`src/dbl_consts.svh`:
```
// Constants for the bank command legality block
`ifndef DBL_CONSTS_SVH
`define DBL_CONSTS_SVH
`define DBL_CLK_PERIOD_NS 100
`define DBL_CLOSE_TO_IDLE_NS 15
`define DBL_OPEN_TO_ACCESS_NS 15
`define DBL_POST_STORE_NS 15
`define DBL_REFRESH_CYCLE_NS 60
`define DBL_MODE_LOAD_CYCLES 2
`define DBL_BURST_CYCLES 4
`define DBL_CYC(ns) (((ns) + `DBL_CLK_PERIOD_NS - 1) / `DBL_CLK_PERIOD_NS)
`define DBL_AUTO_CLOSE_BIT 10
`endif

```
`src/dbl_pkg.sv`:
```
// Types for the bank command legality block
package dbl_pkg;
   typedef enum logic [3:0] {
      DBL_CMD_UNSEL, DBL_CMD_NOP, DBL_CMD_READ, DBL_CMD_STORE,
      DBL_CMD_OPEN, DBL_CMD_CLOSE, DBL_CMD_RENEW, DBL_CMD_MODE
   } dbl_cmd_t;
   typedef enum logic [3:0] {
      DBL_IDLE, DBL_ACTIVE, DBL_RD_AC, DBL_WR_AC, DBL_CLOSING,
      DBL_OPENING, DBL_WREC, DBL_WREC_AC
   } dbl_bank_t;
   typedef enum logic [1:0] {
      DBL_DEV_NORMAL, DBL_DEV_REFRESH, DBL_DEV_MODE
   } dbl_dev_t;
endpackage

```
`src/dbl_bank_legality.sv`:
```
// Per-bank command state tracking and illegal-command flagging
// Function
// - Chip select high decodes as unselected
// - Autoclose burst runs on; others illegal
// - Closing bank idles after close time
// - Opening bank activates after open time
// - Write recovery returns active; store restarts
// - Recovery with autoclose then closes bank
// - Refresh idles after cycle time, all quiet
// - Mode load idles after load time
// - Other banks may take bank commands
// - Close targets bank or all banks
`timescale 1ns/10ps
`default_nettype none
`include "dbl_consts.svh"
module dbl_bank_legality #(
   parameter int BANKS = 8,
   parameter int BA_W = 3,
   parameter int ADDR_W = 14
) (
   input wire logic clock,
   input wire logic rst,
   input wire logic chip_sel_n,
   input wire logic row_strobe_n,
   input wire logic column_strobe_n,
   input wire logic write_strobe_n,
   input wire logic [BA_W-1:0] bank_addr,
   input wire logic [ADDR_W-1:0] addr,
   output logic illegal_cmd,
   output dbl_pkg::dbl_cmd_t last_cmd,
   output dbl_pkg::dbl_bank_t [BANKS-1:0] bank_state,
   output logic all_idle
);
   import dbl_pkg::*;
   localparam int CW = 8;
   localparam logic [CW-1:0] T_CLOSE = CW'(`DBL_CYC(`DBL_CLOSE_TO_IDLE_NS));
   localparam logic [CW-1:0] T_OPEN = CW'(`DBL_CYC(`DBL_OPEN_TO_ACCESS_NS));
   localparam logic [CW-1:0] T_WR = CW'(`DBL_CYC(`DBL_POST_STORE_NS));
   localparam logic [CW-1:0] T_REF = CW'(`DBL_CYC(`DBL_REFRESH_CYCLE_NS));
   localparam logic [CW-1:0] T_MODE = CW'(`DBL_MODE_LOAD_CYCLES);
   localparam logic [CW-1:0] T_BURST = CW'(`DBL_BURST_CYCLES);

   initial begin
      if (BANKS != (1 << BA_W) || ADDR_W <= `DBL_AUTO_CLOSE_BIT)
         $error("dbl_bank_legality: bad bank or address width");
   end

   function automatic dbl_cmd_t decode(input logic cs_n, input logic ras_n,
                                       input logic cas_n, input logic we_n);
      if (cs_n)
         return DBL_CMD_UNSEL;
      unique case ({ras_n, cas_n, we_n})
         3'h7: return DBL_CMD_NOP;
         3'h5: return DBL_CMD_READ;
         3'h4: return DBL_CMD_STORE;
         3'h3: return DBL_CMD_OPEN;
         3'h2: return DBL_CMD_CLOSE;
         3'h1: return DBL_CMD_RENEW;
         default: return DBL_CMD_MODE;
      endcase
   endfunction

   dbl_cmd_t cmd;
   logic auto_close_flag;
   logic quiet;
   dbl_dev_t dev;
   logic [CW-1:0] dev_cnt;
   logic [CW-1:0] cnt [BANKS];
   logic [BANKS-1:0] bank_bad;
   logic next_illegal;
   logic [BANKS-1:0] take;
   logic [BANKS-1:0] close_me;
   logic [BANKS-1:0] expired;

   assign cmd = decode(chip_sel_n, row_strobe_n, column_strobe_n,
                       write_strobe_n);
   assign auto_close_flag = addr[`DBL_AUTO_CLOSE_BIT];
   assign quiet = (cmd == DBL_CMD_NOP) || (cmd == DBL_CMD_UNSEL);

   always_comb begin
      all_idle = 1'b1;
      for (int b = 0; b < BANKS; b++)
         if (bank_state[b] != DBL_IDLE)
            all_idle = 1'b0;
   end

   // Per-bank legality of bank commands
   always_comb begin
      for (int b = 0; b < BANKS; b++) begin
         logic hit;
         hit = (BA_W'(b) == bank_addr);
         bank_bad[b] = 1'b0;
         if (!quiet && dev == DBL_DEV_NORMAL) begin
            unique case (bank_state[b])
               DBL_IDLE:
                  bank_bad[b] = hit && (cmd == DBL_CMD_READ ||
                                        cmd == DBL_CMD_STORE);
               DBL_ACTIVE:
                  bank_bad[b] = hit && cmd == DBL_CMD_OPEN;
               DBL_RD_AC, DBL_WR_AC, DBL_OPENING, DBL_WREC_AC:
                  bank_bad[b] = (hit || (cmd == DBL_CMD_CLOSE &&
                                auto_close_flag)) &&
                                cmd != DBL_CMD_RENEW &&
                                cmd != DBL_CMD_MODE;
               DBL_CLOSING:
                  bank_bad[b] = hit && (cmd == DBL_CMD_READ ||
                                cmd == DBL_CMD_STORE ||
                                cmd == DBL_CMD_OPEN);
               DBL_WREC:
                  bank_bad[b] = ((hit && cmd != DBL_CMD_STORE) ||
                                (cmd == DBL_CMD_CLOSE && auto_close_flag)) &&
                                cmd != DBL_CMD_RENEW &&
                                cmd != DBL_CMD_MODE;
            endcase
         end
      end
   end

   // Global commands need all idle; refresh and mode load need quiet
   always_comb begin
      next_illegal = |bank_bad;
      if (!quiet && dev != DBL_DEV_NORMAL)
         next_illegal = 1'b1;
      if ((cmd == DBL_CMD_RENEW || cmd == DBL_CMD_MODE) && !all_idle)
         next_illegal = 1'b1;
   end

   always_ff @(posedge clock) begin
      if (rst) begin
         illegal_cmd <= 1'b0;
         last_cmd <= DBL_CMD_UNSEL;
      end else begin
         illegal_cmd <= next_illegal;
         last_cmd <= cmd;
      end
   end

   // Device-wide refresh and mode load timing
   always_ff @(posedge clock) begin
      if (rst) begin
         dev <= DBL_DEV_NORMAL;
         dev_cnt <= '0;
      end else if (dev != DBL_DEV_NORMAL) begin
         if (dev_cnt <= CW'(1))
            dev <= DBL_DEV_NORMAL;
         else
            dev_cnt <= dev_cnt - CW'(1);
      end else if (!next_illegal && cmd == DBL_CMD_RENEW) begin
         dev <= DBL_DEV_REFRESH;
         dev_cnt <= T_REF;
      end else if (!next_illegal && cmd == DBL_CMD_MODE) begin
         dev <= DBL_DEV_MODE;
         dev_cnt <= T_MODE;
      end
   end

   // Refused commands change no bank, a refused close-all included
   always_comb begin
      for (int b = 0; b < BANKS; b++) begin
         take[b] = (BA_W'(b) == bank_addr) && !next_illegal;
         close_me[b] = cmd == DBL_CMD_CLOSE && !next_illegal &&
                       ((BA_W'(b) == bank_addr) || auto_close_flag);
         expired[b] = cnt[b] <= CW'(1);
      end
   end

   // Bank state machines; illegal commands leave the state unchanged
   always_ff @(posedge clock) begin
      if (rst) begin
         for (int b = 0; b < BANKS; b++) begin
            bank_state[b] <= DBL_IDLE;
            cnt[b] <= '0;
         end
      end else begin
         for (int b = 0; b < BANKS; b++) begin
            if (!expired[b])
               cnt[b] <= cnt[b] - CW'(1);
            unique case (bank_state[b])
               DBL_IDLE:
                  if (take[b] && cmd == DBL_CMD_OPEN) begin
                     bank_state[b] <= DBL_OPENING;
                     cnt[b] <= T_OPEN;
                  end else if (close_me[b]) begin
                     bank_state[b] <= DBL_CLOSING;
                     cnt[b] <= T_CLOSE;
                  end
               DBL_ACTIVE:
                  if (close_me[b]) begin
                     bank_state[b] <= DBL_CLOSING;
                     cnt[b] <= T_CLOSE;
                  end else if (take[b] && cmd == DBL_CMD_READ &&
                               auto_close_flag) begin
                     bank_state[b] <= DBL_RD_AC;
                     cnt[b] <= T_BURST;
                  end else if (take[b] && cmd == DBL_CMD_STORE) begin
                     bank_state[b] <= auto_close_flag ? DBL_WR_AC : DBL_WREC;
                     cnt[b] <= auto_close_flag ? T_BURST : T_WR;
                  end
               DBL_RD_AC:
                  if (expired[b]) begin
                     bank_state[b] <= DBL_CLOSING;
                     cnt[b] <= T_CLOSE;
                  end
               DBL_WR_AC:
                  if (expired[b]) begin
                     bank_state[b] <= DBL_WREC_AC;
                     cnt[b] <= T_WR;
                  end
               DBL_CLOSING:
                  if (expired[b])
                     bank_state[b] <= DBL_IDLE;
               DBL_OPENING:
                  if (expired[b])
                     bank_state[b] <= DBL_ACTIVE;
               DBL_WREC:
                  if (take[b] && cmd == DBL_CMD_STORE) begin
                     bank_state[b] <= auto_close_flag ? DBL_WR_AC : DBL_WREC;
                     cnt[b] <= auto_close_flag ? T_BURST : T_WR;
                  end else if (expired[b])
                     bank_state[b] <= DBL_ACTIVE;
               DBL_WREC_AC:
                  if (expired[b]) begin
                     bank_state[b] <= DBL_CLOSING;
                     cnt[b] <= T_CLOSE;
                  end
               default:
                  bank_state[b] <= DBL_IDLE;
            endcase
         end
      end
   end

   a_open_bad: assert property (@(posedge clock) disable iff (rst)
      (bank_state[0] == DBL_OPENING && cmd == DBL_CMD_READ &&
       bank_addr == '0) |=> illegal_cmd)
      else $error("read to opening bank not flagged");
   a_mode_quiet: assert property (@(posedge clock) disable iff (rst)
      (dev == DBL_DEV_MODE && !quiet) |=> illegal_cmd)
      else $error("command during mode load not flagged");
   a_refresh_ends: assert property (@(posedge clock) disable iff (rst)
      (dev == DBL_DEV_NORMAL && cmd == DBL_CMD_RENEW && !next_illegal)
      |=> dev == DBL_DEV_REFRESH ##[1:8] dev == DBL_DEV_NORMAL)
      else $error("refresh did not end in time");
   a_close_idles: assert property (@(posedge clock) disable iff (rst)
      (bank_state[0] == DBL_CLOSING && cnt[0] <= CW'(1))
      |=> bank_state[0] == DBL_IDLE)
      else $error("closing bank did not go idle");
   a_renew_idle: assert property (@(posedge clock) disable iff (rst)
      (cmd == DBL_CMD_RENEW && !all_idle) |=> illegal_cmd)
      else $error("refresh with busy bank not flagged");
   a_unsel_quiet: assert property (@(posedge clock) disable iff (rst)
      chip_sel_n |=> !illegal_cmd)
      else $error("unselected cycle flagged");
   a_open_active: assert property (@(posedge clock) disable iff (rst)
      (bank_state[0] == DBL_OPENING && cnt[0] <= CW'(1))
      |=> bank_state[0] == DBL_ACTIVE)
      else $error("opening bank did not activate");
   a_close_all: assert property (@(posedge clock) disable iff (rst)
      (bank_state[0] == DBL_ACTIVE && cmd == DBL_CMD_CLOSE &&
       auto_close_flag && dev == DBL_DEV_NORMAL && !next_illegal)
      |=> bank_state[0] == DBL_CLOSING)
      else $error("close all missed a bank");
endmodule
`default_nettype wire

```
`config.mk`:
```
export PLATFORM = sky130hd
export DESIGN_NAME = dbl_bank_legality
export DESIGN_NICKNAME = d
export VERILOG_FILES = /design/src/dbl_pkg.sv /design/src/dbl_bank_legality.sv
export VERILOG_INCLUDE_DIRS = /design/src
export SDC_FILE = /design/constraint.sdc
export NUM_CORES = 1
export LEC_CHECK = 0
export BUFFER_PORTS_ARGS = -buffer_cell sky130_fd_sc_hd__clkbuf_2
export CAP_MARGIN = 20
export CELL_PAD_IN_SITES_DETAIL_PLACEMENT = 1
export CELL_PAD_IN_SITES_GLOBAL_PLACEMENT = 1
export CORE_MARGIN = 1.5
export CORE_UTILIZATION = 30
export CTS_BUF_LIST = sky130_fd_sc_hd__clkbuf_4 sky130_fd_sc_hd__clkbuf_8
export DETAILED_ROUTE_END_ITERATION = 8
export HOLD_SLACK_MARGIN = 0.15
export PLACE_DENSITY = 0.58
export SYNTH_ARGS = -nofsm -noshare
export SYNTH_HDL_FRONTEND = slang
export SYNTH_SLANG_ARGS = --single-unit
```
`constraint.sdc`:
```
create_clock -name clock -period 6.6 [get_ports clock]
set_input_delay 0 -clock clock [delete_from_list [all_inputs] [get_ports clock]]
set_output_delay 0 -clock clock [all_outputs]
set_load 0.02 [all_outputs]
```
==> run_results.csv, run 1 <==
group,metric,value,unit
worst_setup_path,worst_r2r_endpoint,"cnt[1][0]",
worst_setup_path,rr_worst_depth,9,
floorplan,rows,64,
sta,maxSlewHeadroom,31.4,%
placed_design,dp_cells,1544,
routing,wire_per_inst,21.2,um
routing,drc,0,
logic_synthesis,synth_simple_gate_area_share,30.8,%
logic_synthesis,yosysUniqueCellTypes,98,
global_route,antenna_found_initial,0,
floorplan,die-area,32000,sq um
sta,setup_violations,0,
clock_network,cts_buffers,9,
hold_path,worstHoldStart,"column_strobe_n",
logic_synthesis,syn_area,9270,sq um
worst_setup_path,cp.arrival,4.95,ns
power,power_density,343,nW/um^2
global_route,overflow,0,
worst_setup_path,worstSetupEndpointType,"register",
routing,drt-initial-drc-count,565,
run_status,status,"finished clean",
logic_synthesis,synthXorXnorAreaFrac,7.08,%
logic_synthesis,synthCells,1161,
logic_synthesis,synth_top_family_by_area,"simple AND/OR/NAND/NOR gates",
global_route,grt_usage,21.2,%
global_route,grt_max_degree,44,
clock_network,clkTransAtPathRegs,0.11,ns
placed_design,place_area,9760,sq um
floorplan,start_util,30.4,%
floorplan,die_w,179,um
floorplan,io_pins,61,
finish,layout-drive-gt1-share,10.3,%
sta,drv_slew,0,
clock_network,clk_path_buf_depth,2,
sta,setup_tns,0,ns
sta,finClkSkew,0.0149,ns
sta,min_period,4.77,ns
sta,fmax,0.209,GHz
placed_design,hpwlAfterDp,23.2,mm
floorplan,coreArea,30500,sq um
routing,dr.pass1.iters,5,
clock_network,cts_tree,"yes",
routing,routed_wl,33.2,mm
hold_path,hold_path.class,"in2reg",
logic_synthesis,postSynthAreaPerCell,7.99,sq um
routing,vias,9183,
global_route,grt_pass1_wl,52.6,mm
finish,instances_no_fill,1567,
finish,utilization,32.9,%
logic_synthesis,ys_ff_latch,110,
power,leakagePower,3.53,nW
power,peakVddDrop,0.105,mV
hold_path,worstHoldEndpoint,"last_cmd[0]",
clock_network,cts_setup_buffers,0,
sta,rsz0062_at_grt,"false",
logic_synthesis,synthAdderAreaFrac,2.43,%
clock_network,h-tree-depth,3,
placed_design,gp_congestion,0.895,
logic_synthesis,synth_compound_area_share,22.0,%
worst_setup_path,cp.required,6.78,ns
finish,layout.cells.most_common_list,"175 x nor2_1, 76 x nand2_1, 64 x edfxtp_1",
clock_network,clk_latency,0.42,ns
run,cap_violations,0,
finish,area_growth,8.27,%
global_route,grt_pass1_vias,9364,
routing,ant_nets,0,
clock_network,clock-root-buffer,"clkbuf_8",
worst_setup_path,path_class,"reg2reg",
sta,finalCritPeriodShare,72.3,%
logic_synthesis,synthArstFlopShare,0,%
sta,worst_pin_slew,1.00,ns
clock_network,clock_sinks,110,
hold_path,hold_depth,3,
logic_synthesis,yosysWarnings,0,
finish,final_common_cell,"nor2_1",
logic_synthesis,synth_edf_count,64,
logic_synthesis,yosysSeqAreaShare,30.7,%
finish,fin_nets,1207,
finish,antenna_cells,0,
routing,via_per_inst,5.86,
floorplan,die_y,179,um
worst_setup_path,start_kind,"register",
finish,design_area,10000,sq um
logic_synthesis,synth_top_flop_cell,"edfxtp_1",
placed_design,io_buffers,46,
worst_setup_path,r2r_start,"bank_state[15]",
worst_setup_path,worstPathMaxFanout,13,
sta,hold_viol,0,
logic_synthesis,synth.area.mux_share,0.877,%
worst_setup_path,r2r_setup_slack,1.83,ns
[cells in the mapped netlist (12+ instances only)]
library cell  instances  area [sq um]
nor2b_1              20           125
nor3_1               41           205
nand4_1              16           100
dfxtp_1              46           921
edfxtp_1             64          1920
o21ai_0              57           285
a21oi_1              53           265
o22ai_1              12          75.1
inv_1                41           154
nand2_1              76           285
or3_1                14          87.6
ha_1                 18           225
a31oi_1              40           250
buf_2                18          90.1
xor2_1               21           184
nor2_1              175           657
nand3_1              31           155
clkbuf_1             51           191
xnor2_1              54           473
nor4_1               32           200
or4_1                14           105
[report_power, final]
group,internal [mW],switching [mW]
combinational,0.686,0.959
sequential,1.01,0.309
clock,0.225,0.260
[worst max-delay path, cell delays in order, from the launching register on]
cell	delay, ns
dfxtp_1	0.49
nor4_1	0.83
nand4_1	0.29
o31ai_1	0.29
nand3b_1	0.23
nor4_4	0.57
nand2_1	0.60
nor2_2	0.72
a31oi_1	0.17
o311a_1	0.33
[sequential cells by signal, indices dropped and copies added (netlist names)]
name,count
bank_state,32
cnt,64
dev,2
dev_cnt,8
illegal_cmd,1
last_cmd,3
[layout make-up]
class | count | area [sq um]
fillers | 3664 | 20500
multi-input cells | 932 | 5900
flip-flops and latches | 110 | 2840
well taps | 396 | 495
repair buffers | 72 | 430
inverters | 41 | 154
clock buffers | 11 | 139
clock inverters | 5 | 81.3
[per-stage QoR]
step	setup slack [ns]	hold WS, ns	power, mW
CTS	2.03	0.273	3.47
global placement	2.11	0.421	2.93
finish	1.83	0.300	3.44
global route	1.69	0.346	3.74
floorplan	2.84	0.184	2.52
detailed placement	2.05	0.419	2.97
[what timing repair did]
action / CTS / global route
endpoints found under the hold margin: 6 / 0
hold buffers: 5 / 0
setup endpoints to repair: 0 / 0
resized for setup: 0 / 0
[kinds of logic (layout without fill, tap and decap cells)]
| group | Yosys count | in the layout |
|---|---|---|
| AOI/OAI and AO/OA | 297 | 297 |
| xor gates and xnor gates | 75 | 75 |
| adders and majority gates | 18 | 18 |
| buffers and inverters | 127 | 129 |
| DFF | 110 | 110 |
| muxes | 8 | 8 |
| other | 1 | 9 |
| and+or+nand+nor | 525 | 525 |
[how the worst max path moves through the flow]
stage	depth (start not counted)	end	slack, ns	from
2_1_floorplan	14	cnt[0][24]	2.84	bank_state[16]
3_3_place_gp	9	cnt[1][20]	2.11	bank_state[13]
3_5_place_dp	9	cnt[1][0]	2.05	bank_state[15]
4_1_cts	9	cnt[1][0]	2.03	bank_state[6]
5_1_grt	10	cnt[0][19]	1.69	bank_state[15]
6_report	9	cnt[1][0]	1.83	bank_state[15]
[layer usage]
metal	track usage, %	share of wire [%]
met5	0	0
met4	7.53	2.5
met3	3.58	5.2
met2	33.6	45
met1	28.9	47
No activity file was read; power rests on OpenSTA's default activity.
==> inputs of run 2 (changes only) <==
Clock period 6.6 ns to 4.4 ns, I/O delays scaled along.
==> run_results.csv, run 2 (synthesized netlist as in run 1, its figures left out) <==
group,metric,value,unit
run_status,status,"finished clean",
placed_design,hpwlAfterDp,24.6,mm
finish,area_growth,11.8,%
global_route,grt_pass1_vias,9272,
sta,setup_violations,0,
finish,layout.cells.most_common_list,"175 x nor2_1, 76 x nand2_1, 67 x buf_4",
finish,instances_no_fill,1612,
worst_setup_path,rr_worst_depth,11,
sta,layout_setup_ws,0.392,ns
hold_path,hold_path.class,"in2reg",
power,peakVddDrop,0.241,mV
power,power.total,5.22,mW
placed_design,io_buffers,46,
clock_network,clk_path_buf_depth,2,
worst_setup_path,worstSetupEndpointType,"register",
global_route,antenna_found_initial,0,
worst_setup_path,path_class,"reg2reg",
routing,drc,0,
routing,dr.pass1.iters,5,
worst_setup_path,worst_r2r_endpoint,"cnt[1][27]",
finish,layout-drive-gt1-share,13.7,%
clock_network,h-tree-depth,3,
floorplan,coreArea,30500,sq um
finish,antenna_cells,0,
global_route,grt_usage,21.4,%
global_route,grt_pass1_wl,52.7,mm
sta,finalCritPeriodShare,91.1,%
worst_setup_path,crit_slowest_cell,"or4b_1",
finish,largest_register,"cnt",
hold_path,worstHoldStart,"rst",
worst_setup_path,worstPathMaxFanout,15,
clock_network,clock_sinks,110,
routing,drt-initial-drc-count,703,
power,power_frac_seq,35.8,%
floorplan,start_util,30.4,%
clock_network,cts-resized-gates,0,
sta,maxSlewHeadroom,41.1,%
placed_design,gp_congestion,0.909,
power,p_int,2.89,mW
finish,top_regs,"cnt x64, bank_state x32, dev_cnt x8",
finish,largest_reg_flops,64,
worst_setup_path,cp_common_cell,"buf_4",
floorplan,die_y,179,um
floorplan,die-area,32000,sq um
worst_setup_path,cp_num_buf_inv,2,
routing,via_per_inst,5.74,
clock_network,clkTransAtPathRegs,0.13,ns
sta,fmax,0.250,GHz
worst_setup_path,cpPeakStageDelay,0.59,ns
worst_setup_path,start_kind,"register",
sta,min_period,4.01,ns
sta,rsz0062_at_grt,"false",
clock_network,clk_latency,0.43,ns
finish,fin_nets,1252,
sta,finClkSkew,0.0203,ns
worst_setup_path,cp.arrival,4.10,ns
global_route,grt_max_degree,56,
routing,vias,9256,
floorplan,rows,64,
worst_setup_path,r2r_start,"bank_state[14]",
worst_setup_path,cp.required,4.49,ns
routing,wire_per_inst,20.7,um
finish,final_common_cell,"nor2_1",
floorplan,die_w,179,um
power,p_comb_share,51.2,%
power,power_density,504,nW/um^2
power,p_switching,2.33,mW
clock_network,cts_tree,"yes",
worst_setup_path,critPathTopFamily,"simple AND/OR/NAND/NOR gates",
power,power.share.clock,13.0,%
clock_network,cts_buffers,9,
run,cap_violations,0,
routing,ant_nets,0,
clock_network,clock-root-buffer,"clkbuf_8",
placed_design,dp_cells,1592,
hold_path,hold_depth,3,
global_route,overflow,0,
placed_design,preCtsSetupSlack,0.493,ns
sta,worst_pin_slew,0.883,ns
sta,setup_tns,0,ns
power,p_sw_share,44.6,%
worst_setup_path,r2r_setup_slack,0.39,ns
sta,hold_viol,0,
floorplan,io_pins,61,
power,leakagePower,3.74,nW
routing,routed_wl,33.4,mm
worst_setup_path,crit_chain,"or4b_1 > a32oi_1 > o32ai_1 > nor4_2 > a21o_1 > buf_4 > and2_1 > buf_4 > o21ai_0 > nand3b_1 > or2_1",
sta,drv_slew,0,
hold_path,worstHoldEndpoint,"dev[0]",
run 2: cell count changes in the layout (fill, tap and decap cells not counted):
cell,previous run,this run
dlygate4sd3_1,5,4
clkbuf_2,47,46
buf_4,18,67
clkbuf_4,2,0
inv_6,1,2
inv_4,2,1
buf_2,2,0
bufinv_16,2,1
clkinv_4,0,3
run 2: how the worst max path moves through the flow:
stage            endpoint            from  cells past startpoint
2_1_floorplan  cnt[0][24]  bank_state[16]                     14
3_3_place_gp   cnt[1][29]  bank_state[14]                     11
3_5_place_dp   cnt[1][29]  bank_state[14]                     11
4_1_cts        cnt[1][27]  bank_state[14]                     11
5_1_grt        cnt[1][24]  bank_state[14]                     11
6_report       cnt[1][27]  bank_state[14]                     11
run 2: worst register-to-register path: stages (launching register included):
cell      delay (ns)
dfxtp_1         0.50
or4b_1          0.59
a32oi_1         0.27
o32ai_1         0.20
nor4_2          0.45
a21o_1          0.28
buf_4           0.22
and2_1          0.28
buf_4           0.28
o21ai_0         0.16
nand3b_1        0.12
or2_1           0.33
run 2: what timing repair did:
action,CTS,global route
setup buffers,0,0
hold buffers,4,0
setup endpoints to repair,0,0
hold endpoints to repair,3,0
run 2: layout make-up:
type                    count  area, sq um
fillers                  3680        20100
inverters                  41          154
multi-input cells         932         5900
clock buffers               9          124
flip-flops and latches    110         2840
clock inverters             7         80.1
well taps                 396          495
repair buffers            117          773
run 2: through the flow:
stage	hold slack [ns]	area (sq um)	util, %
global placement	0.418	10100	33.2
detailed placement	0.416	10100	33.2
global route	0.234	10400	34.0
floorplan	0.184	9300	-
finish	0.236	10400	34.0
CTS	0.209	10400	34.0
run 2: power by group through the flow:
stage               combinational [mW]  clock [mW]  sequential (mW)
finish                            2.67       0.678             1.87
global route                      2.99       0.746             1.93
CTS                               2.69       0.715             1.88
detailed placement                2.67           0             1.90
global placement                  2.62           0             1.89
floorplan                         1.96           0             1.83
run 2: routing by layer:
| layer | GRT usage (%) | up-vias | routed length (um) |
|---|---|---|---|
| met5 | 0 | - | 0 |
| met4 | 6.49 | 0 | 781 |
| met3 | 3.22 | 50 | 1580 |
| met2 | 33.3 | 227 | 15000 |
| met1 | 30.2 | 4561 | 16100 |
| li1 | - | 4418 | - |
==> inputs of run 3 (changes only) <==
Settings changed: CORE_UTILIZATION 30 to 48, PLACE_DENSITY 0.58 to 0.85.
==> run_results.csv, run 3 (synthesized netlist as in run 1, its figures left out) <==
group,metric,value,unit
sta,setup_tns,0,ns
routing,via_per_inst,6.45,
clock_network,clock_sinks,110,
power,power.total,5.18,mW
worst_setup_path,crit_chain,"dlygate4sd3_1 > clkbuf_2 > or4b_1 > o21ai_0 > a2111oi_0 > buf_4 > nor4_2 > and4b_1 > nand2_1 > nor4_2 > nor4_1 > o31ai_1 > buf_2",
routing,wire_per_inst,21.1,um
placed_design,gp_congestion,0.983,
power,leakagePower,3.67,nW
power,power_density,513,nW/um^2
sta,worst_pin_slew,1.13,ns
routing,ant_nets,0,
worst_setup_path,cp_num_buf_inv,4,
floorplan,start_util,49.2,%
global_route,overflow,0,
power,peakVddDrop,0.213,mV
routing,vias,9418,
run_status,status,"finished clean",
worst_setup_path,worstSetupEndpointType,"register",
placed_design,preCtsSetupSlack,0.417,ns
finish,instances_no_fill,1460,
routing,routed_wl,30.8,mm
worst_setup_path,cp_common_cell,"nor4_2",
clock_network,cts_buffers,9,
sta,rsz0062_at_grt,"false",
hold_path,hold_path.class,"in2reg",
clock_network,clkTransAtPathRegs,0.12,ns
sta,setup_violations,0,
placed_design,dp_cells,1439,
finish,final_common_cell,"nor2_1",
worst_setup_path,cp_num_cells,13,
floorplan,die_y,142,um
clock_network,cts_tree,"yes",
finish,largest_register,"cnt",
routing,drt-initial-drc-count,808,
sta,holdWs,0.217,ns
floorplan,die_w,142,um
run,cap_violations,0,
floorplan,io_pins,61,
finish,fin_nets,1236,
worst_setup_path,cp.required,4.54,ns
sta,min_period,4.10,ns
worst_setup_path,critPathTopFamily,"simple AND/OR/NAND/NOR gates",
worst_setup_path,cpPeakStageDelay,0.82,ns
global_route,grt_usage,30.9,%
finish,layout.cells.most_common_list,"175 x nor2_1, 76 x nand2_1, 64 x edfxtp_1",
worst_setup_path,cp.arrival,4.23,ns
hold_path,worstHoldStart,"rst",
finish,antenna_cells,0,
worst_setup_path,r2r_start,"bank_state[16]",
sta,fmax,0.244,GHz
clock_network,clk_latency,0.43,ns
global_route,grt_pass1_vias,9514,
sta,drv_slew,0,
worst_setup_path,cp-startpoint,"chip_sel_n",
placed_design,io_buffers,46,
worst_setup_path,path_class,"in2reg",
hold_path,hold_depth,3,
worst_setup_path,worstPathMaxFanout,15,
finish,largest_reg_flops,64,
sta,layout_setup_ws,0.303,ns
clock_network,h-tree-depth,3,
placed_design,hpwlAfterDp,22.0,mm
global_route,antenna_found_initial,0,
finish,top_regs,"cnt x64, bank_state x32, dev_cnt x8",
global_route,grt_pass1_wl,49.7,mm
global_route,grt_max_degree,56,
finish,design_area,10100,sq um
finish,layout-drive-gt1-share,12.5,%
floorplan,rows,50,
floorplan,die-area,20200,sq um
worst_setup_path,rr_worst_depth,10,
routing,dr.pass1.iters,5,
placed_design,place_area,9850,sq um
sta,finClkSkew,0.0114,ns
worst_setup_path,crit_slowest_cell,"or4b_1",
worst_setup_path,start_kind,"input port",
clock_network,clock-root-buffer,"clkbuf_8",
clock_network,cts_setup_buffers,0,
finish,area_growth,8.87,%
finish,utilization,53.6,%
sta,finalCritPeriodShare,93.1,%
clock_network,clk_path_buf_depth,2,
sta,maxSlewHeadroom,24.1,%
floorplan,coreArea,18800,sq um
routing,drc,0,
sta,hold_viol,0,
[run 3: timing repair]
action	in CTS	in global routing
gates resized for setup	0	0
hold buffers	5	0
endpoints found under the hold margin	3	0
[run 3: worst register-to-register path: stages, from the launching register on]
cell and delay, ns:
dfxtp_1 0.55, or4b_1 0.61, a32oi_1 0.24, o32ai_1 0.17, nor4_2 0.43, and4b_1 0.57, nand2_1 0.20, nor4_2 0.43
nor4_1 0.11, o31ai_1 0.20, buf_2 0.29
[run 3: layout make-up]
type	count	area, sq um
Fill cell	2321	8740
Multi-Input combinational cell	932	5900
Timing Repair Buffer	101	678
Inverter	41	154
Clock inverter	6	60.1
Tap cell	260	325
Sequential cell	110	2840
Clock buffer	10	138
[run 3: power by group]
| part | switching, mW | internal [mW] | leakage (nW) |
|---|---|---|---|
| Combinational | 1.53 | 1.10 | 2.46 |
| Clock | 0.408 | 0.239 | 0.103 |
| Sequential | 0.396 | 1.51 | 1.11 |
[run 3: final timing paths]
check,end,slack (ns)
max,cnt[0][29],0.30
min,dev[0],0.22
max reg2reg,cnt[0][29],0.32
min reg2reg,dev[1],0.50
[run 3: metal layers]
metal | GRT usage [%] | vias to the layer above | share of wire (%)
li1 | - | 4385 | -
met1 | 40.6 | 4606 | 44
met2 | 50.5 | 355 | 46
met3 | 5.92 | 72 | 6.6
met4 | 11.6 | 0 | 2.8
met5 | 0 | - | 0
